### src/rtl/fsq_pkg.sv
// Shared constants for the flash / movie mode sequencer.
// Assumes a single 250 MHz system clock and an AXI4-Lite register port.
package fsq_pkg;

    // Clock
    localparam int CLK_PERIOD_NS = 4;

    // Flash timer slope: 7.98 seconds per microfarad of timing setting
    localparam real TIMER_S_PER_UF = 7.98;
    localparam int  CYC_PER_NF     = int'(TIMER_S_PER_UF * 1.0e9 / 1000.0 / CLK_PERIOD_NS);

    // Sink start-up test window
    localparam int STARTUP_TEST_US  = 10;
    localparam int STARTUP_TEST_CYC = (STARTUP_TEST_US * 1000) / CLK_PERIOD_NS;

    // Register byte offsets
    localparam logic [7:0] REG_CTRL_OFS    = 8'h00;
    localparam logic [7:0] REG_TIMEOUT_OFS = 8'h04;
    localparam logic [7:0] REG_STATUS_OFS  = 8'h08;

    // Control field positions and reset values
    localparam int          CTRL_TIMER_OFF_BIT = 0;
    localparam logic        CTRL_RESET         = 1'b0;
    localparam int          TIMEOUT_W          = 10;
    localparam logic [9:0]  TIMEOUT_RESET      = 10'h02F;   // 47 nF equivalent, 375 ms

    // Status field positions
    localparam int STAT_STATE_LSB  = 0;    // 5 bits, one-hot state
    localparam int STAT_EXPIRED    = 5;
    localparam int STAT_CH_A_OK    = 6;
    localparam int STAT_CH_B_OK    = 7;
    localparam int STAT_OT_FAULT   = 8;
    localparam int STAT_OV_FLAG    = 9;
    localparam int STAT_REQ_LSB    = 10;   // flash, movie, inhibit

    // AXI responses
    localparam logic [1:0] RESP_OKAY   = 2'h0;
    localparam logic [1:0] RESP_SLVERR = 2'h2;

    // Sequencer states
    typedef enum logic [4:0] {
        ST_OFF   = 5'h01,
        ST_TEST  = 5'h02,
        ST_MOVIE = 5'h04,
        ST_FLASH = 5'h08,
        ST_LOCK  = 5'h10
    } fsq_state_t;

endpackage : fsq_pkg

### src/rtl/fsq_sequencer.sv
// Flash / movie mode sequencer for a dual-sink LED boost driver.
// Assumes request pins already synchronous per bench, but still double-flops them.
// Functional notes
// - Flash request rising edge starts flash level and loads the safety timer.
// - Timer expiry ends flash current even while flash request stays high.
// - Flash ends on request low, or earlier on timer expiry.
// - Timer-disable control stops the timer; flash lasts while request is held.
// - Timeout equals timing setting times 7.98 s per microfarad; 47 nF gives 375 ms.
// - After timeout both requests must go low before any new event.
// - After timeout movie mode stays off until flash and movie requests both return low.
// - Inhibit during flash drops both sinks to movie level while high.
// - Inhibit falling restores flash level only if request high and timer live.
// - Inhibited flash keeps movie level on both sinks; timer keeps counting.
// - Movie request rising edge starts movie level until it returns low.
// - Safety timer does not run in movie mode.
// - Flash request takes priority over movie request.
// - Both requests low disables switching and both sinks.
// - Over-temperature trip disables operation; recovers after 15 C hysteresis.
// - Over-voltage flag stops switching; resumes by itself when it clears.
// - After start-up each sink gets test current; failing sink is disabled.
//
// Chosen here: the AXI4-Lite interface to the registers and the address map.
`timescale 1ns/1ps

module fsq_sequencer
    import fsq_pkg::*;
#(
    parameter int CYC_PER_NF_P = fsq_pkg::CYC_PER_NF
) (
    // Clock and reset
    input  wire logic        CLK_SYS,
    input  wire logic        ARST_N,
    // Host request pins
    input  wire logic        FLASH_REQUEST,
    input  wire logic        MOVIE_REQUEST,
    input  wire logic        FLASH_INHIBIT,
    // Analog monitor flags
    input  wire logic        OT_TRIP,
    input  wire logic        OT_RECOVERED,
    input  wire logic        OV_FLAG,
    input  wire logic        SINK_A_BELOW,
    input  wire logic        SINK_B_BELOW,
    // Power stage controls
    output logic             SWITCH_EN,
    output logic             TEST_CURRENT_EN,
    output logic             SINK_A_FLASH,
    output logic             SINK_A_MOVIE,
    output logic             SINK_B_FLASH,
    output logic             SINK_B_MOVIE,
    // AXI4-Lite write address
    input  wire logic [7:0]  S_AXI_AWADDR,
    input  wire logic        S_AXI_AWVALID,
    output logic             S_AXI_AWREADY,
    // AXI4-Lite write data
    input  wire logic [31:0] S_AXI_WDATA,
    input  wire logic [3:0]  S_AXI_WSTRB,
    input  wire logic        S_AXI_WVALID,
    output logic             S_AXI_WREADY,
    // AXI4-Lite write response
    output logic [1:0]       S_AXI_BRESP,
    output logic             S_AXI_BVALID,
    input  wire logic        S_AXI_BREADY,
    // AXI4-Lite read address
    input  wire logic [7:0]  S_AXI_ARADDR,
    input  wire logic        S_AXI_ARVALID,
    output logic             S_AXI_ARREADY,
    // AXI4-Lite read data
    output logic [31:0]      S_AXI_RDATA,
    output logic [1:0]       S_AXI_RRESP,
    output logic             S_AXI_RVALID,
    input  wire logic        S_AXI_RREADY
);

    fsq_state_t                 state_q;
    fsq_state_t                 state_d;
    logic [2:0]                 sync1_q;
    logic [2:0]                 sync2_q;
    logic [2:0]                 prev_q;
    logic                       fl_req;
    logic                       mv_req;
    logic                       inh;
    logic                       fl_rise;
    logic                       mv_rise;
    logic [31:0]                timer_q;
    logic                       expired;
    logic                       expired_q;
    logic [15:0]                test_cnt_q;
    logic                       test_done;
    logic [1:0]                 ch_ok_q;
    logic                       ot_fault_q;
    logic                       timer_off_q;
    logic [TIMEOUT_W-1:0]       timeout_q;
    logic [31:0]                timeout_cyc;
    logic [7:0]                 aw_addr_q;
    logic                       aw_got_q;
    logic [31:0]                w_data_q;
    logic [3:0]                 w_strb_q;
    logic                       w_got_q;
    logic                       do_write;
    logic [31:0]                rd_word;
    logic                       rd_hit;

    // Two-stage synchroniser; only the second stage and beyond are inspected
    always_ff @(posedge CLK_SYS or negedge ARST_N) begin
        if (!ARST_N) begin
            sync1_q <= 3'h0;
            sync2_q <= 3'h0;
            prev_q  <= 3'h0;
        end else begin
            sync1_q <= {FLASH_INHIBIT, MOVIE_REQUEST, FLASH_REQUEST};
            sync2_q <= sync1_q;
            prev_q  <= sync2_q;
        end
    end

    assign fl_req  = sync2_q[0];
    assign mv_req  = sync2_q[1];
    assign inh     = sync2_q[2];
    assign fl_rise = sync2_q[0] & ~prev_q[0];
    assign mv_rise = sync2_q[1] & ~prev_q[1];

    // Timeout, expiry and test end; setting width keeps the product inside 32 bits
    assign timeout_cyc = 32'(timeout_q) * 32'(CYC_PER_NF_P);
    assign expired     = (timer_q == 32'h0) & ~timer_off_q;
    assign test_done   = (test_cnt_q == 16'(STARTUP_TEST_CYC - 1));

    // Mode sequencing
    always_comb begin
        state_d = state_q;
        case (state_q)
            ST_OFF: begin
                if (fl_req | mv_req) begin
                    state_d = ST_TEST;
                end
            end
            ST_TEST: begin
                if (!fl_req && !mv_req) begin
                    state_d = ST_OFF;
                end else if (test_done) begin
                    state_d = fl_req ? ST_FLASH : ST_MOVIE;
                end
            end
            ST_MOVIE: begin
                if (fl_rise) begin
                    state_d = ST_FLASH;
                end else if (!mv_req) begin
                    state_d = ST_OFF;
                end
            end
            ST_FLASH: begin
                if (!fl_req) begin
                    state_d = mv_req ? ST_MOVIE : ST_OFF;
                end else if (expired) begin
                    state_d = ST_LOCK;
                end
            end
            ST_LOCK: begin
                // Movie stays dark until both requests have dropped
                if (!fl_req && !mv_req) begin
                    state_d = ST_OFF;
                end
            end
            default: begin
                state_d = ST_OFF;
            end
        endcase
    end

    always_ff @(posedge CLK_SYS or negedge ARST_N) begin
        if (!ARST_N) begin
            state_q <= ST_OFF;
        end else begin
            state_q <= state_d;
        end
    end

    // Safety timer: loaded on flash entry, counts down only in flash
    always_ff @(posedge CLK_SYS or negedge ARST_N) begin
        if (!ARST_N) begin
            timer_q <= 32'h0;
        end else if (state_d == ST_FLASH && state_q != ST_FLASH) begin
            timer_q <= timeout_cyc;
        end else if (state_q == ST_FLASH && !timer_off_q && timer_q != 32'h0) begin
            timer_q <= timer_q - 32'h1;
        end else if (state_q == ST_OFF) begin
            timer_q <= 32'h0;
        end
    end

    // Sticky expiry, visible to software until the first request seen in off after the lockout
    always_ff @(posedge CLK_SYS or negedge ARST_N) begin
        if (!ARST_N) begin
            expired_q <= 1'b0;
        end else if (state_q == ST_FLASH && state_d == ST_LOCK) begin
            expired_q <= 1'b1;
        end else if (state_q == ST_OFF && (fl_req | mv_req)) begin
            expired_q <= 1'b0;
        end
    end

    // Start-up test window counter
    always_ff @(posedge CLK_SYS or negedge ARST_N) begin
        if (!ARST_N) begin
            test_cnt_q <= 16'h0;
        end else if (state_q == ST_TEST && !test_done) begin
            test_cnt_q <= test_cnt_q + 16'h1;
        end else if (state_q != ST_TEST) begin
            test_cnt_q <= 16'h0;
        end
    end

    // Sink health judged once per enable; a shorted or unused sink stays off
    always_ff @(posedge CLK_SYS or negedge ARST_N) begin
        if (!ARST_N) begin
            ch_ok_q <= 2'h0;
        end else if (state_q == ST_TEST && test_done) begin
            ch_ok_q <= {SINK_B_BELOW, SINK_A_BELOW};
        end
    end

    // Thermal fault with hysteresis: trip at the hot flag, clear at the cool flag
    always_ff @(posedge CLK_SYS or negedge ARST_N) begin
        if (!ARST_N) begin
            ot_fault_q <= 1'b0;
        end else if (OT_TRIP) begin
            ot_fault_q <= 1'b1;
        end else if (OT_RECOVERED) begin
            ot_fault_q <= 1'b0;
        end
    end

    // Power stage outputs, all registered
    always_ff @(posedge CLK_SYS or negedge ARST_N) begin
        if (!ARST_N) begin
            SWITCH_EN       <= 1'b0;
            TEST_CURRENT_EN <= 1'b0;
            SINK_A_FLASH    <= 1'b0;
            SINK_A_MOVIE    <= 1'b0;
            SINK_B_FLASH    <= 1'b0;
            SINK_B_MOVIE    <= 1'b0;
        end else begin
            // OV only halts switching; sinks keep their level for a clean resume
            SWITCH_EN       <= (state_q == ST_TEST || state_q == ST_MOVIE
                                || state_q == ST_FLASH) && !ot_fault_q && !OV_FLAG;
            TEST_CURRENT_EN <= (state_q == ST_TEST) && !ot_fault_q;
            SINK_A_FLASH    <= (state_q == ST_FLASH) && !inh && ch_ok_q[0] && !ot_fault_q;
            SINK_B_FLASH    <= (state_q == ST_FLASH) && !inh && ch_ok_q[1] && !ot_fault_q;
            SINK_A_MOVIE    <= (state_q == ST_MOVIE || (state_q == ST_FLASH && inh))
                               && ch_ok_q[0] && !ot_fault_q;
            SINK_B_MOVIE    <= (state_q == ST_MOVIE || (state_q == ST_FLASH && inh))
                               && ch_ok_q[1] && !ot_fault_q;
        end
    end

    // AXI write channels: address and data taken independently, in either order
    always_ff @(posedge CLK_SYS or negedge ARST_N) begin
        if (!ARST_N) begin
            aw_got_q  <= 1'b0;
            aw_addr_q <= 8'h0;
        end else if (S_AXI_AWVALID && S_AXI_AWREADY) begin
            aw_got_q  <= 1'b1;
            aw_addr_q <= S_AXI_AWADDR;
        end else if (do_write) begin
            aw_got_q  <= 1'b0;
        end
    end

    always_ff @(posedge CLK_SYS or negedge ARST_N) begin
        if (!ARST_N) begin
            w_got_q  <= 1'b0;
            w_data_q <= 32'h0;
            w_strb_q <= 4'h0;
        end else if (S_AXI_WVALID && S_AXI_WREADY) begin
            w_got_q  <= 1'b1;
            w_data_q <= S_AXI_WDATA;
            w_strb_q <= S_AXI_WSTRB;
        end else if (do_write) begin
            w_got_q  <= 1'b0;
        end
    end

    assign do_write = aw_got_q && w_got_q && !S_AXI_BVALID;

    // Ready flags drop while a beat is held, so one write at a time
    always_ff @(posedge CLK_SYS or negedge ARST_N) begin
        if (!ARST_N) begin
            S_AXI_AWREADY <= 1'b0;
            S_AXI_WREADY  <= 1'b0;
        end else begin
            S_AXI_AWREADY <= !aw_got_q && !(S_AXI_AWVALID && S_AXI_AWREADY) && !do_write;
            S_AXI_WREADY  <= !w_got_q && !(S_AXI_WVALID && S_AXI_WREADY) && !do_write;
        end
    end

    // Register writes; lane 0 and lane 1 carry the fields
    always_ff @(posedge CLK_SYS or negedge ARST_N) begin
        if (!ARST_N) begin
            timer_off_q <= CTRL_RESET;
            timeout_q   <= TIMEOUT_RESET;
        end else if (do_write) begin
            if (aw_addr_q[7:2] == REG_CTRL_OFS[7:2] && w_strb_q[0]) begin
                timer_off_q <= w_data_q[CTRL_TIMER_OFF_BIT];
            end
            if (aw_addr_q[7:2] == REG_TIMEOUT_OFS[7:2]) begin
                if (w_strb_q[0]) begin
                    timeout_q[7:0] <= w_data_q[7:0];
                end
                if (w_strb_q[1]) begin
                    timeout_q[9:8] <= w_data_q[9:8];
                end
            end
        end
    end

    // Write response; status register and unknown offsets answer SLVERR
    always_ff @(posedge CLK_SYS or negedge ARST_N) begin
        if (!ARST_N) begin
            S_AXI_BVALID <= 1'b0;
            S_AXI_BRESP  <= RESP_OKAY;
        end else if (do_write) begin
            S_AXI_BVALID <= 1'b1;
            S_AXI_BRESP  <= (aw_addr_q[7:2] == REG_CTRL_OFS[7:2]
                             || aw_addr_q[7:2] == REG_TIMEOUT_OFS[7:2]) ? RESP_OKAY : RESP_SLVERR;
        end else if (S_AXI_BREADY) begin
            S_AXI_BVALID <= 1'b0;
        end
    end

    // Read decode
    always_comb begin
        rd_word = 32'h0;
        rd_hit  = 1'b1;
        case (S_AXI_ARADDR[7:2])
            REG_CTRL_OFS[7:2]: begin
                rd_word[CTRL_TIMER_OFF_BIT] = timer_off_q;
            end
            REG_TIMEOUT_OFS[7:2]: begin
                rd_word[TIMEOUT_W-1:0] = timeout_q;
            end
            REG_STATUS_OFS[7:2]: begin
                rd_word[STAT_STATE_LSB +: 5] = state_q;
                rd_word[STAT_EXPIRED]        = expired_q;
                rd_word[STAT_CH_A_OK]        = ch_ok_q[0];
                rd_word[STAT_CH_B_OK]        = ch_ok_q[1];
                rd_word[STAT_OT_FAULT]       = ot_fault_q;
                rd_word[STAT_OV_FLAG]        = OV_FLAG;
                rd_word[STAT_REQ_LSB +: 3]   = sync2_q;
            end
            default: begin
                rd_hit = 1'b0;
            end
        endcase
    end

    // Read channel: one outstanding read, answer the cycle after acceptance
    always_ff @(posedge CLK_SYS or negedge ARST_N) begin
        if (!ARST_N) begin
            S_AXI_ARREADY <= 1'b0;
            S_AXI_RVALID  <= 1'b0;
            S_AXI_RDATA   <= 32'h0;
            S_AXI_RRESP   <= RESP_OKAY;
        end else if (S_AXI_ARVALID && S_AXI_ARREADY) begin
            S_AXI_ARREADY <= 1'b0;
            S_AXI_RVALID  <= 1'b1;
            S_AXI_RDATA   <= rd_word;
            S_AXI_RRESP   <= rd_hit ? RESP_OKAY : RESP_SLVERR;
        end else if (S_AXI_RVALID && S_AXI_RREADY) begin
            S_AXI_RVALID  <= 1'b0;
            S_AXI_ARREADY <= 1'b1;
        end else if (!S_AXI_RVALID) begin
            S_AXI_ARREADY <= 1'b1;
        end
    end

endmodule : fsq_sequencer

### config.mk
export PLATFORM = sky130hd
export DESIGN_NAME = fsq_sequencer
export DESIGN_NICKNAME = d
export VERILOG_FILES = /design/src/rtl/fsq_pkg.sv /design/src/rtl/fsq_sequencer.sv
export SDC_FILE = /design/constraint.sdc
export NUM_CORES = 1
export LEC_CHECK = 0
export CAP_MARGIN = 20
export CORE_MARGIN = 2
export CORE_UTILIZATION = 65
export DETAILED_ROUTE_END_ITERATION = 12
export DONT_BUFFER_PORTS = 1
export PLACE_DENSITY = 0.81
export SLEW_MARGIN = 20
export SYNTH_ARGS = -nofsm -noshare
export SYNTH_HDL_FRONTEND = slang
export SYNTH_SLANG_ARGS = --single-unit
### constraint.sdc
create_clock -name CLK_SYS -period 6.65 [get_ports CLK_SYS]
set_clock_uncertainty 0.2 [all_clocks]
set_input_delay 1.33 -clock CLK_SYS [delete_from_list [all_inputs] [get_ports CLK_SYS]]
set_output_delay 1.33 -clock CLK_SYS [all_outputs]
set_load 0.03 [all_outputs]
After elaboration in Yosys (flattened, before gate mapping):

Cells that the tools add are included.

* reduce and logical (&&, ||, !) cells: 65
* equality and inequality tests: 14
* multipliers: 1
* $add $sub $neg: 2
* bitwise operators: 5
* mux-type cells: 36

Operators by type and width (count)
* $mux 32: 3
* $mux 5: 8
* $logic_and 1x1->1: 32
* $logic_not 32->1: 1
* $mux 16: 2
* $reduce_bool 32->1: 1
* $sub 32x1->32 const B: 1
* $mul 10x18->28 const B: 1
* $pmux 5 s5: 1
* $pmux 9 s2: 1
* $add 16x1->16 const B: 1
* $eq 16x12->1 const B: 1
* $mux 1: 15
* $reduce_bool 2->1: 7
* $logic_not 1->1: 13
* $eq 6x1->1 const B: 2
* $logic_not 6->1: 2
* $eq 5x4->1 const B: 2
* $eq 5x5->1 const B: 2
* $eq 6x2->1 const B: 1
* $mux 3: 2
* $reduce_and 3->1: 2
* $eq 5x1->1 const B: 1
* $eq 5x2->1 const B: 1
* 14 further kinds: 20

* register bits: 125
* output and inout port bits: 47
* input bits: 67

Depth between registers and ports, before layout:

Gate-level depths: netlist of run 1.

* depth after elaboration: 8
* depth in mapped cells: 20
* mapped depth without buffers: 20

Worst setup path before layout of run 1:

Ideal clock, no wire load.

* path kind: register to register
* start: register timeout_q[7]
* end: register timer_q[29]
* setup slack: 1.101 ns
* cell stages (with the launch flop): 19
* library setup time: 0.131 ns
* path buffers: 0
* arrival time: 5.217 ns
* cell sequence: dfrtp_1 > inv_1 > fa_1 > inv_1 > ha_1 > fa_1 > inv_1 > fa_1 > fa_1 > inv_1 > ha_1 > o21a_1 > o21ai_0 > a32oi_2 > a311oi_2 > a21oi_2 > a211oi_1 > mux2i_1 > or3_1

* longest elaborated chain between the ends: 2

RTL lines
* start, declared: RTL line fsq_sequencer.sv:92 `logic [TIMEOUT_W-1:0] timeout_q;`
* start signal, assigned: RTL line fsq_sequencer.sv:306 `timeout_q[7:0] <= w_data_q[7:0];`
* $mul 10x18->28: RTL line fsq_sequencer.sv:123 `assign timeout_cyc = 32'(timeout_q) * 32'(CYC_PER_NF_P);`
* $mux 32: RTL line fsq_sequencer.sv:181 `end else if (state_d == ST_FLASH && state_q != ST_FLASH) begin`
* end signal, assigned: RTL line fsq_sequencer.sv:182 `timer_q <= timeout_cyc;`
* end signal, assigned: RTL line fsq_sequencer.sv:184 `timer_q <= timer_q - 32'h1;`
* end, declared: RTL line fsq_sequencer.sv:84 `logic [31:0] timer_q;`

Every way passes these cells.
A chain may end at the register's enable or synchronous reset.

Final worst setup path of run 1:

Ends and elaborated chain as after synthesis.

==> results.toml, run 1 <==
[outcome]
status = "finished, final reports clean"

[worst_hold_path]
min-delay-start = "sync1_q[1]"
hold_end = "sync2_q[1]"
hold_path_depth = 0
hold_class = "reg -> reg"

[synth]
seq_area_frac_synth_pct = 33.1
synthTopCellsByCount = "dfrtp_1, inv_1, ha_1"
synthTopCellsByArea = "dfrtp_1, ha_1, fa_1, inv_1, mux2_2"
ys_async_sr_fraction_pct = 100
synth_top_area_cell = "dfrtp_1"
postSynthAreaPerCell_um2 = 9.70
yosysWarningCount = 0
ys_types = 74
ys_ff_latch = 121
synth_area_mm2 = 0.00917
syn_inst = 945
synth_top_cell_area_share_pct = 31.4
synth_edf_count = 0
ys_dominant_reg_cell = "dfrtp_1"

[timing]
slew_headroom_pct = 30.2
fin_setup_tns_ns = 0
slew_viol_final = 0
hold_violations = 0
grt_setup_unrepaired = "false"
min_period_ns = 5.93
setup_viol = 0
max_freq_mhz = 168
worst_slew_pin_slew_ns = 1.04
finalCritPeriodShare_pct = 89.2

[power_and_ir_drop]
p_comb_share_pct = 50.4
p_seq_share_pct = 26.4
p_int_mw = 2.21
power_density_mw_per_mm2 = 399
pwr-share-clk_pct = 23.2
p_sw_mw = 1.70
leakagePower_nw = 4.92
max-vdd-ir-drop_mv = 0.296
switching_share_pct = 43.6

[setup_path]
reg2regPathDepth = 18
worstPathCellList = "inv_1 > fa_1 > inv_1 > ha_1 > fa_1 > inv_1 > fa_1 > fa_1 > inv_1 > ha_1 > o21a_1 > o21ai_0 > a32oi_2 > a311oi_2 > a21oi_2 > a211oi_1 > mux2i_1 > or3_1"
path_max_fanout = 7
crit_slowest_cell = "fa_1"
cp-end-kind = "register"
crit_arrival_ns = 6.04
rr_endpoint = "timer_q[29]"
setup.worst_path.start = "timeout_q[7]"
required_ns = 6.75
critPathMaxStageDelay_ns = 0.69
r2r_start = "timeout_q[7]"
ff2ff_setup_slack_ns = 0.72
worstSetupPathType = "reg -> reg"
critPathLaunchType = "register"

[layout]
drive_gt1_share_pct = 9.19
layout.cells.non_filler = 1138
antennaDiodeCount = 0
nFillCells = 994
final_nets = 1149
area_growth_pct = 6.93

[clock_tree]
clk_latency_ns = 0.43
cts-hold-fix-buffers = 0
cts_tree = "yes"
cts_buffers = 17
htree_levels = 4
cts.sink_count = 121
cts_resized = 0
path_clk_slew_ns = 0.06
clk_path_buf_depth = 2
cts_setup_buffers = 0
cts_root_buffer = "clkbuf_16"

[routing]
vias_per_cell = 5.99
route.detailed.drc = 0
detail-route-antenna-nets = 0
first_pass_iters = 5
wl_mm = 20.2
dr.first_iter.drc_count = 613
wire_per_inst_um = 17.7
vias = 6812

[global_route]
grt_pass1_wl_mm = 33.5
grt_max_degree = 122
antenna_found_initial = 0
gr-total-overflow = 0
grt_pass1_vias = 6734
grt_usage_pct = 28.9

[floorplan]
die_w_um = 123
die_area_mm2 = 0.0151
coreArea_mm2 = 0.0138
io-pin-count = 114
die_h_um = 123
num_rows = 43
initial_core_util_pct = 66.3

[flow_run]
drv_cap = 0

[placement]
dp_cells = 1106
gp_congestion = 0.928
portBuffers = 0
hpwl_mm = 14.2
==> layout make-up <==
class	instances	area (um^2)	area share, %
clock buffers	20	447	4.56
multi-input cells	686	5510	56.2
repair buffers	4	30.0	0.306
flip-flops and latches	121	3040	31.0
well taps	180	225	2.30
inverters	115	432	4.40
clock inverters	12	125	1.28
==> power by group through the flow <==
stage	Clock, mW	Sequential, mW	Combinational [mW]
2_1_floorplan	0	0.975	1.52
3_3_place_gp	0	1.02	1.88
4_1_cts	0.911	1.03	1.97
5_1_grt	0.949	1.05	2.25
6_report	0.907	1.03	1.97
3_5_place_dp	0	1.03	1.92
==> how the worst max path moves through the flow <==
stage / cells past startpoint / to
6_report: 18 / timer_q[29]
2_1_floorplan: 18 / timer_q[29]
4_1_cts: 18 / timer_q[29]
3_5_place_dp: 18 / timer_q[29]
3_3_place_gp: 18 / timer_q[29]
5_1_grt: 18 / timer_q[29]
==> layer usage <==
metal | GRT usage (%) | up-vias | wire length (um)
met5 | 0 | - | 0
met4 | 12.9 | 0 | 535
met3 | 5.16 | 49 | 1160
met2 | 46.0 | 227 | 9690
met1 | 38.6 | 3289 | 8800
li1 | - | 3247 | -
==> flip-flops by register name (all words and copies together), names as in the netlist, 2 cells and up <==
register     count
sync1_q          3
aw_addr_q        6
timer_q         32
w_data_q        10
S_AXI_RDATA     13
state_q          5
sync2_q          3
ch_ok_q          2
timeout_q       10
w_strb_q         2
test_cnt_q      16
==> logic make-up after synthesis <==
logic type               Yosys count  share of synthesized area [%]
AO/OA/AOI/OAI                    197                           13.8
XOR/XNOR                          36                           3.44
adder cells (fa/ha/maj)          137                           22.8
buffers and inverters            158                           7.62
flip-flops                       121                           33.1
multiplexers                      37                           4.46
other                              1                         0.0409
AND/OR/NAND/NOR                  258                           14.8
==> per-stage QoR <==
stage	util, %	instance area, um^2	power [mW]	worst slack [ns]	hold WS (ns)
6_report	70.9	9800	3.91	0.715	0.147
5_1_grt	70.9	9800	4.25	0.410	0.156
4_1_cts	70.9	9800	3.91	0.692	0.148
3_5_place_dp	66.8	9230	2.95	0.702	0.136
3_3_place_gp	66.8	9230	2.91	0.741	0.131
2_1_floorplan	-	9240	2.50	1.10	0.131
==> layout by cell type (no fill, tap or decap), drive strengths merged, types with 7 or more instances in the layout <==
cell | synthesis | routed
inv | 115 | 116
dfrtp | 115 | 115
ha | 87 | 87
nor2 | 73 | 73
nand2 | 60 | 60
o21ai | 60 | 60
fa | 50 | 50
a21oi | 50 | 50
mux2 | 31 | 31
nand3 | 22 | 22
conb | 1 | 21
xor2 | 20 | 20
nor3 | 20 | 20
clkbuf | 14 | 20
xnor2 | 16 | 16
or3 | 14 | 14
a21o | 13 | 13
a22oi | 10 | 10
nor4 | 10 | 10
nand3b | 9 | 9
a211oi | 9 | 9
and3 | 7 | 7
nor2b | 7 | 7
o21a | 7 | 7
==> worst max-delay path, delay by kind of cell (launching register included) <==
| family | cells | cell delay (ns) |
|---|---|---|
| adder cells (fa/ha/maj) | 6 | 2.97 |
| AO/OA/AOI/OAI | 6 | 1.36 |
| flip-flops | 1 | 0.53 |
| AND/OR/NAND/NOR | 1 | 0.34 |
| buffers and inverters | 4 | 0.33 |
| multiplexers | 1 | 0.11 |
Note: power is estimated with default switching activity, not from simulation.
==> run 2: changes to the inputs <==
--- a/config.mk
+++ b/config.mk
@@ -7,10 +7,10 @@
 export LEC_CHECK = 0
 export CAP_MARGIN = 20
 export CORE_MARGIN = 2
-export CORE_UTILIZATION = 65
+export CORE_UTILIZATION = 59
 export DETAILED_ROUTE_END_ITERATION = 12
 export DONT_BUFFER_PORTS = 1
-export PLACE_DENSITY = 0.81
+export PLACE_DENSITY = 0.78
 export SLEW_MARGIN = 20
 export SYNTH_ARGS = -nofsm -noshare
 export SYNTH_HDL_FRONTEND = slang
==> constraint.sdc (replaced) <==
create_clock -name CLK_SYS -period 5.4 [get_ports CLK_SYS]
set_clock_uncertainty 0.2 [all_clocks]
set_input_delay 1.08 -clock CLK_SYS [delete_from_list [all_inputs] [get_ports CLK_SYS]]
set_output_delay 1.08 -clock CLK_SYS [all_outputs]
set_load 0.03 [all_outputs]
==> run 2 against run 1 <==
Combinational power is 38% higher. Critical path depth stayed put. Final cell count is 3.3% higher. Register-to-register slack worse by 0.64 ns. Wire length is 6.3% higher. Design area is 3.6% higher. Count of clock-buffer cells in the layout is 2 lower. Sequential share of layout area is 1.1 points lower. Via count is 3.9% higher. Sequential power is 19% higher. Non-clock buffer count is 30 higher. Largest power group unchanged. Highest routed layer unchanged.
==> results.toml, run 2 (synthesis results as in run 1) <==
[setup_path]
cp-end-kind = "register"
crit_arrival_ns = 5.43
path_max_fanout = 4
setup.worst_path.start = "timeout_q[9]"
ff2ff_setup_slack_ns = 0.08
critPathLaunchType = "register"
required_ns = 5.51
reg2regPathDepth = 18
worstSetupPathType = "reg -> reg"
endpoint = "timer_q[29]"
r2r_start = "timeout_q[9]"
rr_endpoint = "timer_q[29]"

[timing]
min_period_ns = 5.32
worst_slew_pin_slew_ns = 1.01
hold_violations = 0
fin_setup_tns_ns = 0
grt_setup_unrepaired = "true"
whs_ns = 0.139
slew_headroom_pct = 32.6
max_freq_mhz = 188
setup_viol = 0
finalCritPeriodShare_pct = 98.6
slew_viol_final = 0

[floorplan]
die_h_um = 129
io-pin-count = 114
die_area_mm2 = 0.0165
initial_core_util_pct = 60.3
die_w_um = 129
num_rows = 45
coreArea_mm2 = 0.0152

[layout]
final_cell_mix = "dfrtp_1, inv_1, ha_1"
drive_gt1_share_pct = 14.7
largestRegisters = "timer_q (32), test_cnt_q (16), S_AXI_RDATA (13)"
antennaDiodeCount = 0
top_register = "timer_q"
layout.cells.non_filler = 1176
final_common_cell = "dfrtp_1"
area_growth_pct = 10.8
utilization_pct = 66.8
final_nets = 1179
largest_register_ffs = 32

[routing]
dr.first_iter.drc_count = 559
route.detailed.drc = 0
detail-route-antenna-nets = 0
vias = 7076
wire_per_inst_um = 18.2
wl_mm = 21.5
vias_per_cell = 6.02
first_pass_iters = 5

[clock_tree]
cts.sink_count = 121
clk_path_buf_depth = 2
htree_levels = 4
cts_tree = "yes"
clk_latency_ns = 0.43
cts_root_buffer = "clkbuf_16"
cts_buffers = 17
path_clk_slew_ns = 0.06

[global_route]
gr-total-overflow = 0
grt_max_degree = 122
antenna_found_initial = 0
grt_pass1_wl_mm = 34.7
grt_usage_pct = 26.9
grt_pass1_vias = 6940

[placement]
gp_congestion = 0.953
portBuffers = 0
hpwl_mm = 15.5
dp_cells = 1139

[worst_hold_path]
hold_class = "in -> async"

[outcome]
status = "finished, final reports clean"

[power_and_ir_drop]
totalPowerFinal_mw = 5.05
leakagePower_nw = 5.09
power_density_mw_per_mm2 = 497
max-vdd-ir-drop_mv = 0.361

[flow_run]
drv_cap = 0
==> run 2: cell count changes in the layout (fill, tap and decap cells not counted), sizes merged <==
cell	change
clkbuf	-2
clkinvlp	-1
bufinv	-1
inv	+3
clkinv	+1
buf	+30
==> run 2: area by class of cell <==
class | count | area [um^2]
sequential | 121 | 3040
tap | 188 | 235
fill | 1121 | 5040
multi-input combinational | 686 | 5630
clock inverter | 14 | 143
timing repair buffer | 34 | 255
clock buffer | 18 | 429
inverter | 115 | 432
==> run 2: repair_timing <==
action / 4_1_cts / 5_1_grt
hold buffers: 0 / 0
gates resized for setup: 9 / 20
pin swaps: 8 / 24
buffers inserted: 3 / 3
setup endpoints to repair: 2 / 7
==> run 2: worst max-delay path: stages, from the launching register on <==
cell      delay (ns)
dfrtp_1         0.38
inv_2           0.09
fa_2            0.50
fa_1            0.56
inv_1           0.05
fa_1            0.49
ha_1            0.32
inv_2           0.04
fa_1            0.50
inv_2           0.06
ha_4            0.26
and4_1          0.20
or3b_4          0.40
a32oi_4         0.21
a311oi_2        0.17
a21oi_2         0.25
a211oi_2        0.11
mux2i_1         0.12
or3_1           0.30
==> run 2: power breakdown <==
group	total [mW]	switching, mW	internal [mW]
logic	2.72	1.59	1.12
clock network	1.11	0.465	0.643
registers	1.23	0.170	1.06
total	5.05	2.23	2.82
==> run 2: stage by stage <==
step	cell area (um^2)	worst slack, ns
floorplan	9250	0.0249
global placement	9440	0.0370
detailed placement	9440	-0.0133
CTS	10100	0.00405
global route	10200	-0.0758
finish	10200	0.0781
==> run 2: metal layers <==
layer	vias up	part of all wire [%]	GRT usage [%]
li1	3304	-	-
met1	3495	42	35.3
met2	229	50	43.9
met3	48	5.5	5.32
met4	0	2.6	10.9
met5	-	0	0
==> run 2: worst min-delay path by stage <==
stage | start | end | cells past startpoint
detailed placement | sync1_q[2] | sync2_q[2] | 0
global placement | sync1_q[1] | sync2_q[1] | 0
finish | ARST_N | timer_q[22] | 0
global route | ARST_N | timer_q[19] | 0
floorplan | sync1_q[0] | sync2_q[0] | 0
CTS | ARST_N | timer_q[17] | 0
